### src/common/thermal_alert_pkg.sv
// constants shared by the thermal limit and alert control block
package thermal_alert_pkg;
  // ==================================================
  // register pointers
  localparam logic [7:0] ptr_capability = 8'h00;
  localparam logic [7:0] ptr_config = 8'h01;
  localparam logic [7:0] ptr_high = 8'h02;
  localparam logic [7:0] ptr_low = 8'h03;
  localparam logic [7:0] ptr_crit = 8'h04;
  localparam logic [7:0] ptr_temp = 8'h05;
  localparam logic [7:0] ptr_maker = 8'h06;
  localparam logic [7:0] ptr_device = 8'h07;
  localparam logic [7:0] ptr_resolution = 8'h08;
  // ==================================================
  // configuration field positions
  localparam int hyst_hi_bit = 10;
  localparam int hyst_lo_bit = 9;
  localparam int power_down_pos = 8;
  localparam int crit_freeze_pos = 7;
  localparam int window_freeze_pos = 6;
  localparam int alert_clear_pos = 5;
  localparam int asserted_flag_pos = 4;
  localparam int alert_enable_pos = 3;
  localparam int crit_only_pos = 2;
  localparam int polarity_pos = 1;
  localparam int mode_pos = 0;
  // resolution field position in capability and resolution registers
  localparam int res_hi_bit = 4;
  localparam int res_lo_bit = 3;
  // ==================================================
  // reset values and fixed read patterns
  localparam logic [1:0] hyst_reset = 2'h0;
  localparam logic [1:0] res_reset = 2'h1;
  localparam logic [15:0] capability_base = 16'h0067;
  localparam logic [15:0] resolution_base = 16'h0007;
  localparam logic [10:0] limit_reset = 11'h000;
  // ==================================================
  // hysteresis in quarter-degree steps: 0, 1.5, 3, 6 degrees
  localparam logic [11:0] hyst_off = 12'h000;
  localparam logic [11:0] hyst_small = 12'h006;
  localparam logic [11:0] hyst_mid = 12'h00c;
  localparam logic [11:0] hyst_big = 12'h018;
  // ==================================================
  // data masks per resolution code on temperature bits 12:0
  localparam logic [12:0] mask_half = 13'h1ff8;
  localparam logic [12:0] mask_quarter = 13'h1ffc;
  localparam logic [12:0] mask_eighth = 13'h1ffe;
  localparam logic [12:0] mask_sixteenth = 13'h1fff;
endpackage

### src/logic/thermal_limit_alert_control.sv
// limit comparison, configuration and alert pin logic of the temperature sensor
`timescale 1ns/1ps
// What this block does
// high flag sets above upper limit, clears at limit minus hysteresis; low sets below limit minus hysteresis, clears at limit.
// hysteresis field picks 0, 1.5, 3 or 6 degrees for all limits.
// power-down bit stops sampling, alert updates and temperature data updates.
// locks stop setting power-down; clearing it always works.
// register access keeps working during power-down.
// critical limit freeze ignores writes to the critical limit.
// window freeze ignores writes to the high and low limits.
// lock bits are set-only; only power-on reset clears them.
// alert clear is write-only, self-clearing, reads zero; writing zero does nothing.
// in interrupt mode alert clear releases the pin until a new event.
// in comparator mode alert clear is ignored.
// asserted flag reads one exactly while the pin is driven active.
// alert enable gates the pin; unwritable while any lock is set.
// critical-only limits alert to critical; unwritable under window freeze.
// polarity bit selects the active level of the alert pin.
// mode bit selects comparator or latched interrupt behaviour.
// limits and temperature are two's complement, bits 12 to 2 always defined.
// comparisons use only temperature bits 12 to 2.
// finer resolutions show all their bits in temperature data reads only.
// host writes zero to limit bit 2 at half-degree resolution.
// host writes zero to unused limit bits.
// hysteresis field is unwritable while any lock is set.
// resolution field selects 0.5 to 0.0625 degree steps, resets to 0.25.
// comparisons and alert re-evaluate only when a new sample completes.
module thermal_limit_alert_control #(
  parameter logic [15:0] maker_code = 16'h1234,   // arbitrary value
  parameter logic [15:0] device_code = 16'h5678   // arbitrary value
) (
  input wire logic clk_i,
  input wire logic reset_n_i,
  input wire logic [7:0] reg_ptr_i,
  input wire logic reg_wr_i,
  input wire logic [15:0] reg_wdata_i,
  input wire logic reg_rd_i,
  output logic [15:0] reg_rdata_o,
  output logic reg_rvalid_o,
  input wire logic sample_valid_i,
  input wire logic [12:0] sample_temp_i,
  output logic sensing_on_o,
  output logic alert_o,
  output logic alert_oe_o
);
  // ==================================================
  // configuration state
  logic power_down_bit_ff;
  logic critical_limit_freeze_ff;
  logic window_freeze_ff;
  logic alert_enable_ff;
  logic critical_only_select_ff;
  logic alert_polarity_ff;
  logic alert_mode_ff;
  logic [1:0] hyst_sel_ff;
  logic [1:0] resolution_select_ff;
  logic [10:0] high_limit_ff;
  logic [10:0] low_limit_ff;
  logic [10:0] critical_limit_ff;
  logic [12:0] temp_data_ff;
  logic above_ff;
  logic below_ff;
  logic crit_ff;
  logic cond_ff;
  logic latch_ff;
  logic alert_asserted_flag_ff;
  logic any_lock;
  logic wr_cfg;
  logic clear_req;
  logic take_sample;
  logic signed [11:0] temp_cmp;
  logic signed [11:0] hyst_val;
  logic signed [11:0] hi_lim;
  logic signed [11:0] lo_lim;
  logic signed [11:0] cr_lim;
  logic nxt_above;
  logic nxt_below;
  logic nxt_crit;
  logic nxt_cond;
  logic [12:0] res_mask;
  logic nxt_asserted;

  assign any_lock = critical_limit_freeze_ff | window_freeze_ff;
  assign wr_cfg = reg_wr_i & (reg_ptr_i == thermal_alert_pkg::ptr_config);
  // clear acts only on a one
  assign clear_req = wr_cfg & reg_wdata_i[thermal_alert_pkg::alert_clear_pos];
  // no sample taken while powered down
  assign take_sample = sample_valid_i & ~power_down_bit_ff;

  // ==================================================
  // configuration register writes
  always_ff @(posedge clk_i or negedge reset_n_i)
  begin
    if (!reset_n_i)
    begin
      power_down_bit_ff <= 1'b0;
      critical_limit_freeze_ff <= 1'b0;
      window_freeze_ff <= 1'b0;
      alert_enable_ff <= 1'b0;
      critical_only_select_ff <= 1'b0;
      alert_polarity_ff <= 1'b0;
      alert_mode_ff <= 1'b0;
      hyst_sel_ff <= thermal_alert_pkg::hyst_reset;
    end
    else if (wr_cfg)
    begin
      // set blocked by locks, clear always allowed
      if (!reg_wdata_i[thermal_alert_pkg::power_down_pos])
        power_down_bit_ff <= 1'b0;
      else if (!any_lock)
        power_down_bit_ff <= 1'b1;
      // lock bits only ever set by a write
      critical_limit_freeze_ff <= critical_limit_freeze_ff | reg_wdata_i[thermal_alert_pkg::crit_freeze_pos];
      window_freeze_ff <= window_freeze_ff | reg_wdata_i[thermal_alert_pkg::window_freeze_pos];
      // enable frozen by either lock
      if (!any_lock)
        alert_enable_ff <= reg_wdata_i[thermal_alert_pkg::alert_enable_pos];
      // hysteresis frozen by either lock
      if (!any_lock)
        hyst_sel_ff <= reg_wdata_i[thermal_alert_pkg::hyst_hi_bit:thermal_alert_pkg::hyst_lo_bit];
      // critical-only frozen by window lock
      if (!window_freeze_ff)
        critical_only_select_ff <= reg_wdata_i[thermal_alert_pkg::crit_only_pos];
      // polarity freely writable
      alert_polarity_ff <= reg_wdata_i[thermal_alert_pkg::polarity_pos];
      // mode freely writable
      alert_mode_ff <= reg_wdata_i[thermal_alert_pkg::mode_pos];
    end
  end

  // ==================================================
  // resolution and limit registers
  always_ff @(posedge clk_i or negedge reset_n_i)
  begin
    if (!reset_n_i)
    begin
      resolution_select_ff <= thermal_alert_pkg::res_reset;
      high_limit_ff <= thermal_alert_pkg::limit_reset;
      low_limit_ff <= thermal_alert_pkg::limit_reset;
      critical_limit_ff <= thermal_alert_pkg::limit_reset;
    end
    else if (reg_wr_i)
    begin
      // resolution code stored from its field
      if (reg_ptr_i == thermal_alert_pkg::ptr_resolution)
        resolution_select_ff <= reg_wdata_i[thermal_alert_pkg::res_hi_bit:thermal_alert_pkg::res_lo_bit];
      // window limits ignore writes under window lock
      if (reg_ptr_i == thermal_alert_pkg::ptr_high && !window_freeze_ff)
        high_limit_ff <= reg_wdata_i[12:2];
      if (reg_ptr_i == thermal_alert_pkg::ptr_low && !window_freeze_ff)
        low_limit_ff <= reg_wdata_i[12:2];
      // critical limit ignores writes under its lock
      if (reg_ptr_i == thermal_alert_pkg::ptr_crit && !critical_limit_freeze_ff)
        critical_limit_ff <= reg_wdata_i[12:2];
    end
  end

  // ==================================================
  // comparison arithmetic
  always_comb
  begin
    // hysteresis decode in quarter degrees
    case (hyst_sel_ff)
      2'h1: hyst_val = thermal_alert_pkg::hyst_small;
      2'h2: hyst_val = thermal_alert_pkg::hyst_mid;
      2'h3: hyst_val = thermal_alert_pkg::hyst_big;
      default: hyst_val = thermal_alert_pkg::hyst_off;
    endcase
  end

  // only bits 12 to 2, sign-extended for headroom under hysteresis
  // all operands two's complement
  assign temp_cmp = {sample_temp_i[12], sample_temp_i[12:2]};
  assign hi_lim = {high_limit_ff[10], high_limit_ff};
  assign lo_lim = {low_limit_ff[10], low_limit_ff};
  assign cr_lim = {critical_limit_ff[10], critical_limit_ff};

  always_comb
  begin
    // set above high limit, hold until at or below limit minus hysteresis
    nxt_above = above_ff ? (temp_cmp > (hi_lim - hyst_val)) : (temp_cmp > hi_lim);
    // set below low limit minus hysteresis, hold until reaching low limit
    nxt_below = below_ff ? (temp_cmp < lo_lim) : (temp_cmp < (lo_lim - hyst_val));
    nxt_crit = crit_ff ? (temp_cmp > (cr_lim - hyst_val)) : (temp_cmp > cr_lim);
    // window conditions drop out in critical-only mode
    nxt_cond = nxt_crit | (~critical_only_select_ff & (nxt_above | nxt_below));
  end

  always_comb
  begin
    // data keeps as many low bits as the resolution provides
    case (resolution_select_ff)
      2'h0: res_mask = thermal_alert_pkg::mask_half;
      2'h1: res_mask = thermal_alert_pkg::mask_quarter;
      2'h2: res_mask = thermal_alert_pkg::mask_eighth;
      default: res_mask = thermal_alert_pkg::mask_sixteenth;
    endcase
  end

  // ==================================================
  // sample-driven status
  always_ff @(posedge clk_i or negedge reset_n_i)
  begin
    if (!reset_n_i)
    begin
      above_ff <= 1'b0;
      below_ff <= 1'b0;
      crit_ff <= 1'b0;
      cond_ff <= 1'b0;
      temp_data_ff <= 13'h0000;
    end
    // status moves only on a completed sample
    else if (take_sample)
    begin
      above_ff <= nxt_above;
      below_ff <= nxt_below;
      crit_ff <= nxt_crit;
      cond_ff <= nxt_cond;
      temp_data_ff <= sample_temp_i & res_mask;
    end
  end

  // interrupt latch: a new condition on a sample wins over a same-cycle clear
  always_ff @(posedge clk_i or negedge reset_n_i)
  begin
    if (!reset_n_i)
      latch_ff <= 1'b0;
    // new event sets the latch
    else if (take_sample && nxt_cond && !cond_ff)
      latch_ff <= 1'b1;
    // clear releases only in interrupt mode
    // comparator mode leaves the latch alone
    else if (clear_req && alert_mode_ff)
      latch_ff <= 1'b0;
  end

  // comparator follows the condition, interrupt follows the latch
  // enable gates the pin
  assign nxt_asserted = alert_enable_ff & (alert_mode_ff ? latch_ff : cond_ff);

  // ==================================================
  // alert pin, open drain: the pad is driven only when the level is zero
  always_ff @(posedge clk_i or negedge reset_n_i)
  begin
    if (!reset_n_i)
    begin
      alert_asserted_flag_ff <= 1'b0;
      alert_o <= 1'b1;
      alert_oe_o <= 1'b0;
      sensing_on_o <= 1'b0;
    end
    else
    begin
      // flag tracks the driven-active state
      alert_asserted_flag_ff <= nxt_asserted;
      // active level comes from polarity
      alert_o <= nxt_asserted ~^ alert_polarity_ff;
      alert_oe_o <= ~(nxt_asserted ~^ alert_polarity_ff);
      // converter runs only out of power-down
      sensing_on_o <= ~power_down_bit_ff;
    end
  end

  // ==================================================
  // register reads; they keep answering in power-down
  always_ff @(posedge clk_i or negedge reset_n_i)
  begin
    if (!reset_n_i)
    begin
      reg_rdata_o <= 16'h0000;
      reg_rvalid_o <= 1'b0;
    end
    else
    begin
      // reads are never gated by power-down
      reg_rvalid_o <= reg_rd_i;
      if (reg_rd_i)
      begin
        case (reg_ptr_i)
          thermal_alert_pkg::ptr_capability:
            reg_rdata_o <= thermal_alert_pkg::capability_base | {11'h000, resolution_select_ff, 3'h0};
          // clear bit always reads zero
          thermal_alert_pkg::ptr_config:
            reg_rdata_o <= {5'h00, hyst_sel_ff, power_down_bit_ff, critical_limit_freeze_ff, window_freeze_ff,
                            1'b0, alert_asserted_flag_ff, alert_enable_ff, critical_only_select_ff,
                            alert_polarity_ff, alert_mode_ff};
          thermal_alert_pkg::ptr_high: reg_rdata_o <= {3'h0, high_limit_ff, 2'h0};
          thermal_alert_pkg::ptr_low: reg_rdata_o <= {3'h0, low_limit_ff, 2'h0};
          thermal_alert_pkg::ptr_crit: reg_rdata_o <= {3'h0, critical_limit_ff, 2'h0};
          thermal_alert_pkg::ptr_temp: reg_rdata_o <= {crit_ff, above_ff, below_ff, temp_data_ff};
          thermal_alert_pkg::ptr_maker: reg_rdata_o <= maker_code;
          thermal_alert_pkg::ptr_device: reg_rdata_o <= device_code;
          thermal_alert_pkg::ptr_resolution:
            reg_rdata_o <= thermal_alert_pkg::resolution_base | {11'h000, resolution_select_ff, 3'h0};
          default: reg_rdata_o <= 16'h0000;
        endcase
      end
    end
  end
endmodule

### config.mk
export PLATFORM = sky130hd
export DESIGN_NAME = thermal_limit_alert_control
export DESIGN_NICKNAME = d
export VERILOG_FILES = /design/src/common/thermal_alert_pkg.sv /design/src/logic/thermal_limit_alert_control.sv
export SDC_FILE = /design/constraint.sdc
export NUM_CORES = 1
export LEC_CHECK = 0
export ABC_AREA = 1
export BUFFER_PORTS_ARGS = -buffer_cell sky130_fd_sc_hd__buf_4
export CORE_MARGIN = 3
export CORE_UTILIZATION = 55
export DETAILED_ROUTE_END_ITERATION = 6
export GPL_ROUTABILITY_DRIVEN = 0
export PLACE_DENSITY_LB_ADDON = 0.3
export SLEW_MARGIN = 20
export SYNTH_ARGS = -nofsm -noshare
export SYNTH_HDL_FRONTEND = slang
export SYNTH_SLANG_ARGS = --single-unit
### constraint.sdc
create_clock -name clk_i -period 9.7 [get_ports clk_i]
set_clock_uncertainty 0.2 [all_clocks]
set_input_delay 1.94 -clock clk_i [delete_from_list [all_inputs] [get_ports clk_i]]
set_output_delay 1.94 -clock clk_i [all_outputs]
set_load 0.03 [all_outputs]
==> results of run 1 <==
worst max-delay path: stages, from the launching register on:
cell,delay (ns)
dfrtp_1,0.46
inv_1,0.09
ha_1,0.46
fa_1,0.49
a21o_1,0.18
a21oi_1,0.26
nand4_1,0.21
o21ai_0,0.22
inv_1,0.07
ha_1,0.33
nand2_1,0.07
inv_1,0.07
nand2_1,0.07
nor2_1,0.14
nand2_1,0.09
nand3_1,0.07
nand2_1,0.05
nand3_1,0.07
nand2_1,0.08
o21ai_1,0.23
nand2_1,0.18
nand2_1,0.10
nand2_1,0.05
final cells by class:
| cell class | count | area (µm²) | share of cell area, % |
|---|---|---|---|
| multi-input cells | 571 | 3500 | 51.0 |
| flip-flops and latches | 83 | 2080 | 30.3 |
| inverters | 128 | 484 | 7.06 |
| repair buffers | 58 | 439 | 6.40 |
| well taps | 136 | 170 | 2.48 |
| clock buffers | 10 | 138 | 2.01 |
| clock inverters | 6 | 52.6 | 0.766 |
flip-flops by register name, indices dropped and copies added, names as in the netlist, 2 cells and up:
name / flops
resolution_select_ff: 2
hyst_sel_ff: 2
reg_rdata_o: 16
critical_limit_ff: 11
temp_data_ff: 13
high_limit_ff: 11
low_limit_ff: 11
power by group through the flow:
stage / logic [mW] / registers [mW] / clock network [mW]
3_5_place_dp: 0.197 / 0.404 / 0
3_3_place_gp: 0.185 / 0.403 / 0
5_1_grt: 0.229 / 0.402 / 0.265
6_report: 0.199 / 0.399 / 0.246
2_1_floorplan: 0.127 / 0.400 / 0
4_1_cts: 0.198 / 0.398 / 0.247
how the worst min path moves through the flow:
stage                         endpoint  cells after the start  slack [ns]               from
after detailed placement  sensing_on_o                      1        0.26  power_down_bit_ff
after CTS                 sensing_on_o                      1        0.28  power_down_bit_ff
after global routing      sensing_on_o                      1        0.30  power_down_bit_ff
final                     sensing_on_o                      1        0.29  power_down_bit_ff
after global placement    sensing_on_o                      1        0.26  power_down_bit_ff
after floorplan           sensing_on_o                      1        0.20  power_down_bit_ff
layer usage:
| metal | wire length (µm) | vias to the layer above | GRT usage, % |
|---|---|---|---|
| li1 | - | 2707 | - |
| met1 | 7340 | 2663 | 38.5 |
| met2 | 7870 | 254 | 44.0 |
| met3 | 1420 | 62 | 5.65 |
| met4 | 642 | 0 | 11.3 |
| met5 | 0 | - | 0 |
stage by stage:
stage | worst slack (ns) | hold WS [ns]
6_report | 5.37 | 0.289
3_3_place_gp | 5.64 | 0.260
2_1_floorplan | 6.20 | 0.205
4_1_cts | 5.42 | 0.281
3_5_place_dp | 5.44 | 0.258
5_1_grt | 5.02 | 0.303
cell usage in the layout, fill, tap and decap left out, types with 8 or more instances in the layout:
master    netlist  final
o22ai_1         8      8
ha_1           80     80
nand3_1        23     23
nand2_1       219    219
nand4_1        13     13
xor2_1         20     20
buf_4           0     57
nor2_1         32     32
clkbuf_8        0     10
dfrtp_1        81     81
a21oi_1        35     35
o21ai_1        30     30
inv_1         121    121
o21ai_0        52     52
logic make-up (layout without fill, tap and decap cells):
logic type               after synthesis  in the layout  synth area share, %
AND/OR/NAND/NOR                      312            312                 22.3
AO/OA/AOI/OAI                        151            151                 13.8
buffers and inverters                138            202                 9.14
adder cells (fa/ha/maj)               83             83                 17.3
flip-flops                            83             83                 33.9
XOR/XNOR                              25             25                 3.57
==> results.ini, run 1 <==
[pwr]
p_sw_share_pct = 33.9
switching_power_mw = 0.286
leakage_nw = 3.50
clkPwrFrac_pct = 29.1
power_density_nw_per_um2 = 123
seqPwrFrac_pct = 47.2
ir_drop_mv = 0.148
p_int_mw = 0.558
p_total_mw = 0.844
comb_power_share_pct = 23.6

[synthesis]
yosysSeqAreaShare_pct = 33.9
ys_async_sr_fraction_pct = 100
synth_common_cells = nand2_1, inv_1, dfrtp_1
synth.most_common_cell = nand2_1
synthFlopType = dfrtp_1
avgSynthCellArea_um2 = 7.75
syn-num-nets = 917
yosys.area.top_type_share_pct = 33.0
ys_warn_count = 0
synth.distinct_cells = 47
synth_edf_count = 0
yosysTopAreaCell = dfrtp_1
netlist_top_cells_area = dfrtp_1, ha_1, nand2_1
syn_inst = 792
synth.cell_area_um2 = 6140
synth-seq-cells = 83

[drt]
ant_nets = 0
viasPerCell = 5.73
vias = 5686
drtIter0Drc = 467
dr.pass1.iters = 6
routed_wl_mm = 17.3
wl_per_cell_um = 17.4
drc = 0

[clock_tree]
cts.hold.buffers_added = 0
clock-root-buffer = clkbuf_8
cts_resized = 0
cts_max_path_buffers = 2
cts_sinks = 83
cts_made_buffers = 9
cts_tree = built
cts_setup_buffers = 0
path_clk_slew_ns = 0.10
clkLatencyLatePin_ns = 0.37
h-tree-depth = 3

[placement]
dp.cells = 976
port_buffers = 58
dpl_cell_area_um2 = 6670
dpl.hpwl_mm = 13.5

[floorplan]
fp-row-count = 37
coreArea_um2 = 10600
die_h_um = 112
dieArea_um2 = 12500
die_x_um = 112
start_util_pct = 57.9
ios = 62

[run]
maxCapViolCount = 0

[setup_path]
cp-endpoint = latch_ff
end_kind = register
reg2reg_slack_ns = 5.37
rr_startpoint = hyst_sel_ff[0]
path_class = reg -> reg
critPathMaxFanout = 6
critPathLaunchType = register
r2r_end = latch_ff
crit_start = hyst_sel_ff[0]
r2r_cells = 22
cp.required_ns = 9.76
worstPathArrival_ns = 4.39

[sta]
hold_violations = 0
relSlewSlack_pct = 50.4
layout_min_cycle_time_ns = 4.33
period_share_pct = 44.6
slew_viol_final = 0
tightest_slew_ns = 0.744
setup_viol = 0
max_freq_ghz = 0.231
setup_tns_ns = 0
grt_setup_unrepaired = false

[global_routing]
grt_pass1_wl_mm = 28.0
grt_max_degree = 84
overflow = 0
grt_usage_pct = 28.2
grt_pass1_vias = 5510
antenna_found_initial = 0

[cells_and_area]
nNetsFinal = 976
stdcell_area_um2 = 6860
drive_gt1_share_pct = 12.0
diodes = 0
area_growth_pct = 11.8
finalCoreUtilization_pct = 64.7
nFillCells = 926
finalNonFillerCells = 992

[min_path]
hold_class = reg -> reg

[run_status]
outcome = completed

Note: power is estimated with default switching activity, not from simulation.
==> run 2: changes to the inputs <==
clock period = 4 ns   (was 9.7 ns; I/O delays follow)
==> run 2 against run 1 <==
Effect of this change: fmax grew 12%; first-iteration DRC count grew 40%; sequential power grew 140%; via count grew 1.3%; critical path depth grew 2; critical endpoint unchanged; highest routed layer unchanged.
==> results.ini, run 2 (same netlist as run 1, synthesis figures left out) <==
[clock_tree]
cts_made_buffers = 9  ; unchanged
cts_max_path_buffers = 2  ; unchanged
cts_tree = built  ; unchanged
clkLatencyLatePin_ns = 0.36  ; was 0.37 ns
cts.hold.buffers_added = 0  ; unchanged
cts_sinks = 83  ; unchanged
clock-root-buffer = clkbuf_8  ; unchanged
h-tree-depth = 3  ; unchanged
path_clk_slew_ns = 0.09  ; was 0.10 ns

[sta]
slew_viol_final = 0  ; unchanged
layout_min_cycle_time_ns = 3.87  ; was 4.33 ns
period_share_pct = 96.9  ; was 44.6%
max_freq_ghz = 0.258  ; was 0.231 GHz
setup_viol = 0  ; unchanged
setup_tns_ns = 0  ; unchanged
relSlewSlack_pct = 55.2  ; was 50.4%
tightest_slew_ns = 0.671  ; was 0.744 ns
whs_ns = 0.212  ; was 0.289 ns
hold_violations = 0  ; unchanged

[floorplan]
dieArea_um2 = 12500  ; unchanged
die_x_um = 112  ; unchanged
coreArea_um2 = 10600  ; unchanged
ios = 62  ; unchanged
die_h_um = 112  ; unchanged
fp-row-count = 37  ; unchanged
start_util_pct = 57.9  ; unchanged

[global_routing]
grt_usage_pct = 28.1  ; was 28.2%
grt_pass1_vias = 5598  ; was 5510
grt_pass1_wl_mm = 27.9  ; was 28.0 mm
antenna_found_initial = 0  ; unchanged
grt_max_degree = 84  ; unchanged
overflow = 0  ; unchanged

[setup_path]
cp.required_ns = 4.06  ; was 9.76 ns
worstPathArrival_ns = 3.93  ; was 4.39 ns
critPathMaxFanout = 4  ; was 6
end_kind = register  ; unchanged
critPathLaunchType = register  ; unchanged
path_class = reg -> reg  ; unchanged

[drt]
drc = 0  ; unchanged
dr.pass1.iters = 5  ; was 6
routed_wl_mm = 17.9  ; was 17.3 mm
vias = 5758  ; was 5686
viasPerCell = 5.72  ; was 5.73
wl_per_cell_um = 17.8  ; was 17.4 µm
drtIter0Drc = 655  ; was 467
ant_nets = 0  ; unchanged

[cells_and_area]
top_register = reg_rdata_o  ; unchanged
largest_reg_flops = 16  ; unchanged
area_growth_pct = 16.1  ; was 11.8%
reg_top3 = reg_rdata_o (16), temp_data_ff (13)  ; unchanged
nNetsFinal = 991  ; was 976
final_cell_mix = nand2_1, inv_1, dfrtp_1, ha_1, buf_4  ; unchanged
final-seq-area_um2 = 2080  ; about the same
drive_gt1_share_pct = 16.3  ; was 12.0%
nFillCells = 880  ; was 926
multiInputGateArea_um2 = 3630  ; was 3500 µm²
layout_commonest_cell = nand2_1  ; unchanged
diodes = 0  ; unchanged

[run_status]
outcome = completed  ; unchanged

[placement]
port_buffers = 58  ; unchanged
dpl.hpwl_mm = 13.5  ; about the same

[pwr]
leakage_nw = 3.57  ; was 3.50 nW
power_density_nw_per_um2 = 299  ; was 123 nW/µm²
p_total_mw = 2.13  ; was 0.844 mW
ir_drop_mv = 0.260  ; was 0.148 mV

[run]
maxCapViolCount = 0  ; unchanged

[min_path]
hold_class = in -> async  ; was reg -> reg

==> run 2: final timing paths <==
path	startpoint	slack, ns	cells after the start	end
max in group asynchronous	reset_n_i	2.75	2	hyst_sel_ff[0]
worst min register to register	power_down_bit_ff	0.28	1	sensing_on_o
worst max-delay path	hyst_sel_ff[1]	0.13	24	latch_ff
min in group clk_i	power_down_bit_ff	0.28	1	sensing_on_o
worst min-delay path	reset_n_i	0.21	1	reg_rdata_o[11]
worst max register to register	hyst_sel_ff[1]	0.13	24	latch_ff
==> run 2: critical path, cell delays in order (launching register included) <==
cell	delay (ns)
dfrtp_2	0.48
ha_4	0.19
nor2_4	0.13
buf_4	0.16
ha_4	0.21
a21oi_1	0.12
nand2_1	0.09
a211o_1	0.34
nor3_2	0.14
nand3_1	0.11
xor2_1	0.16
ha_1	0.29
nand2_1	0.09
nor2_2	0.14
inv_1	0.05
nor2_1	0.10
nand2_1	0.07
nand2_1	0.06
nand2_1	0.04
nand3_1	0.08
nand2_2	0.10
o21ai_4	0.19
nand2_1	0.10
nand2_1	0.09
nand2_1	0.05
==> run 2: report_power, final <==
group / switching, mW / total (mW) / internal, mW
Sequential: 0.0521 / 0.969 / 0.917
Clock: 0.333 / 0.631 / 0.298
Combinational: 0.323 / 0.533 / 0.211
Total: 0.708 / 2.13 / 1.42
==> run 2: per-stage QoR <==
stage	cell area, µm²	instances	util [%]	worst slack (ns)
global placement	6700	980	63.2	0.0870
finish	7130	1007	67.2	0.125
floorplan	6140	792	-	0.500
detailed placement	6700	980	63.2	-0.108
CTS	6910	996	65.2	0.0349
global route	7130	1007	67.2	-0.0661
==> run 2: area by class of cell <==
type                       instances  area share (%)
multi-input combinational        571            50.9
timing repair buffer              73            7.87
tap                              136            2.39
clock inverter                     6            1.04
inverter                         128            6.80
clock buffer                      10            1.79
sequential                        83            29.2
==> run 2: what timing repair did <==
| item | CTS | global route |
|---|---|---|
| gates cloned | 0 | 0 |
| setup buffers | 0 | 10 |
| pin swaps | 0 | 15 |
| gates resized for setup | 4 | 29 |
| setup endpoints to repair | 2 | 5 |
==> run 2: layer usage <==
layer,wire length [µm],track usage (%),vias to the layer above
met3,1760,5.71,92
met2,8020,43.9,292
met1,7160,37.6,2639
li1,-,-,2735
met5,0,0,-
met4,1000,13.3,0
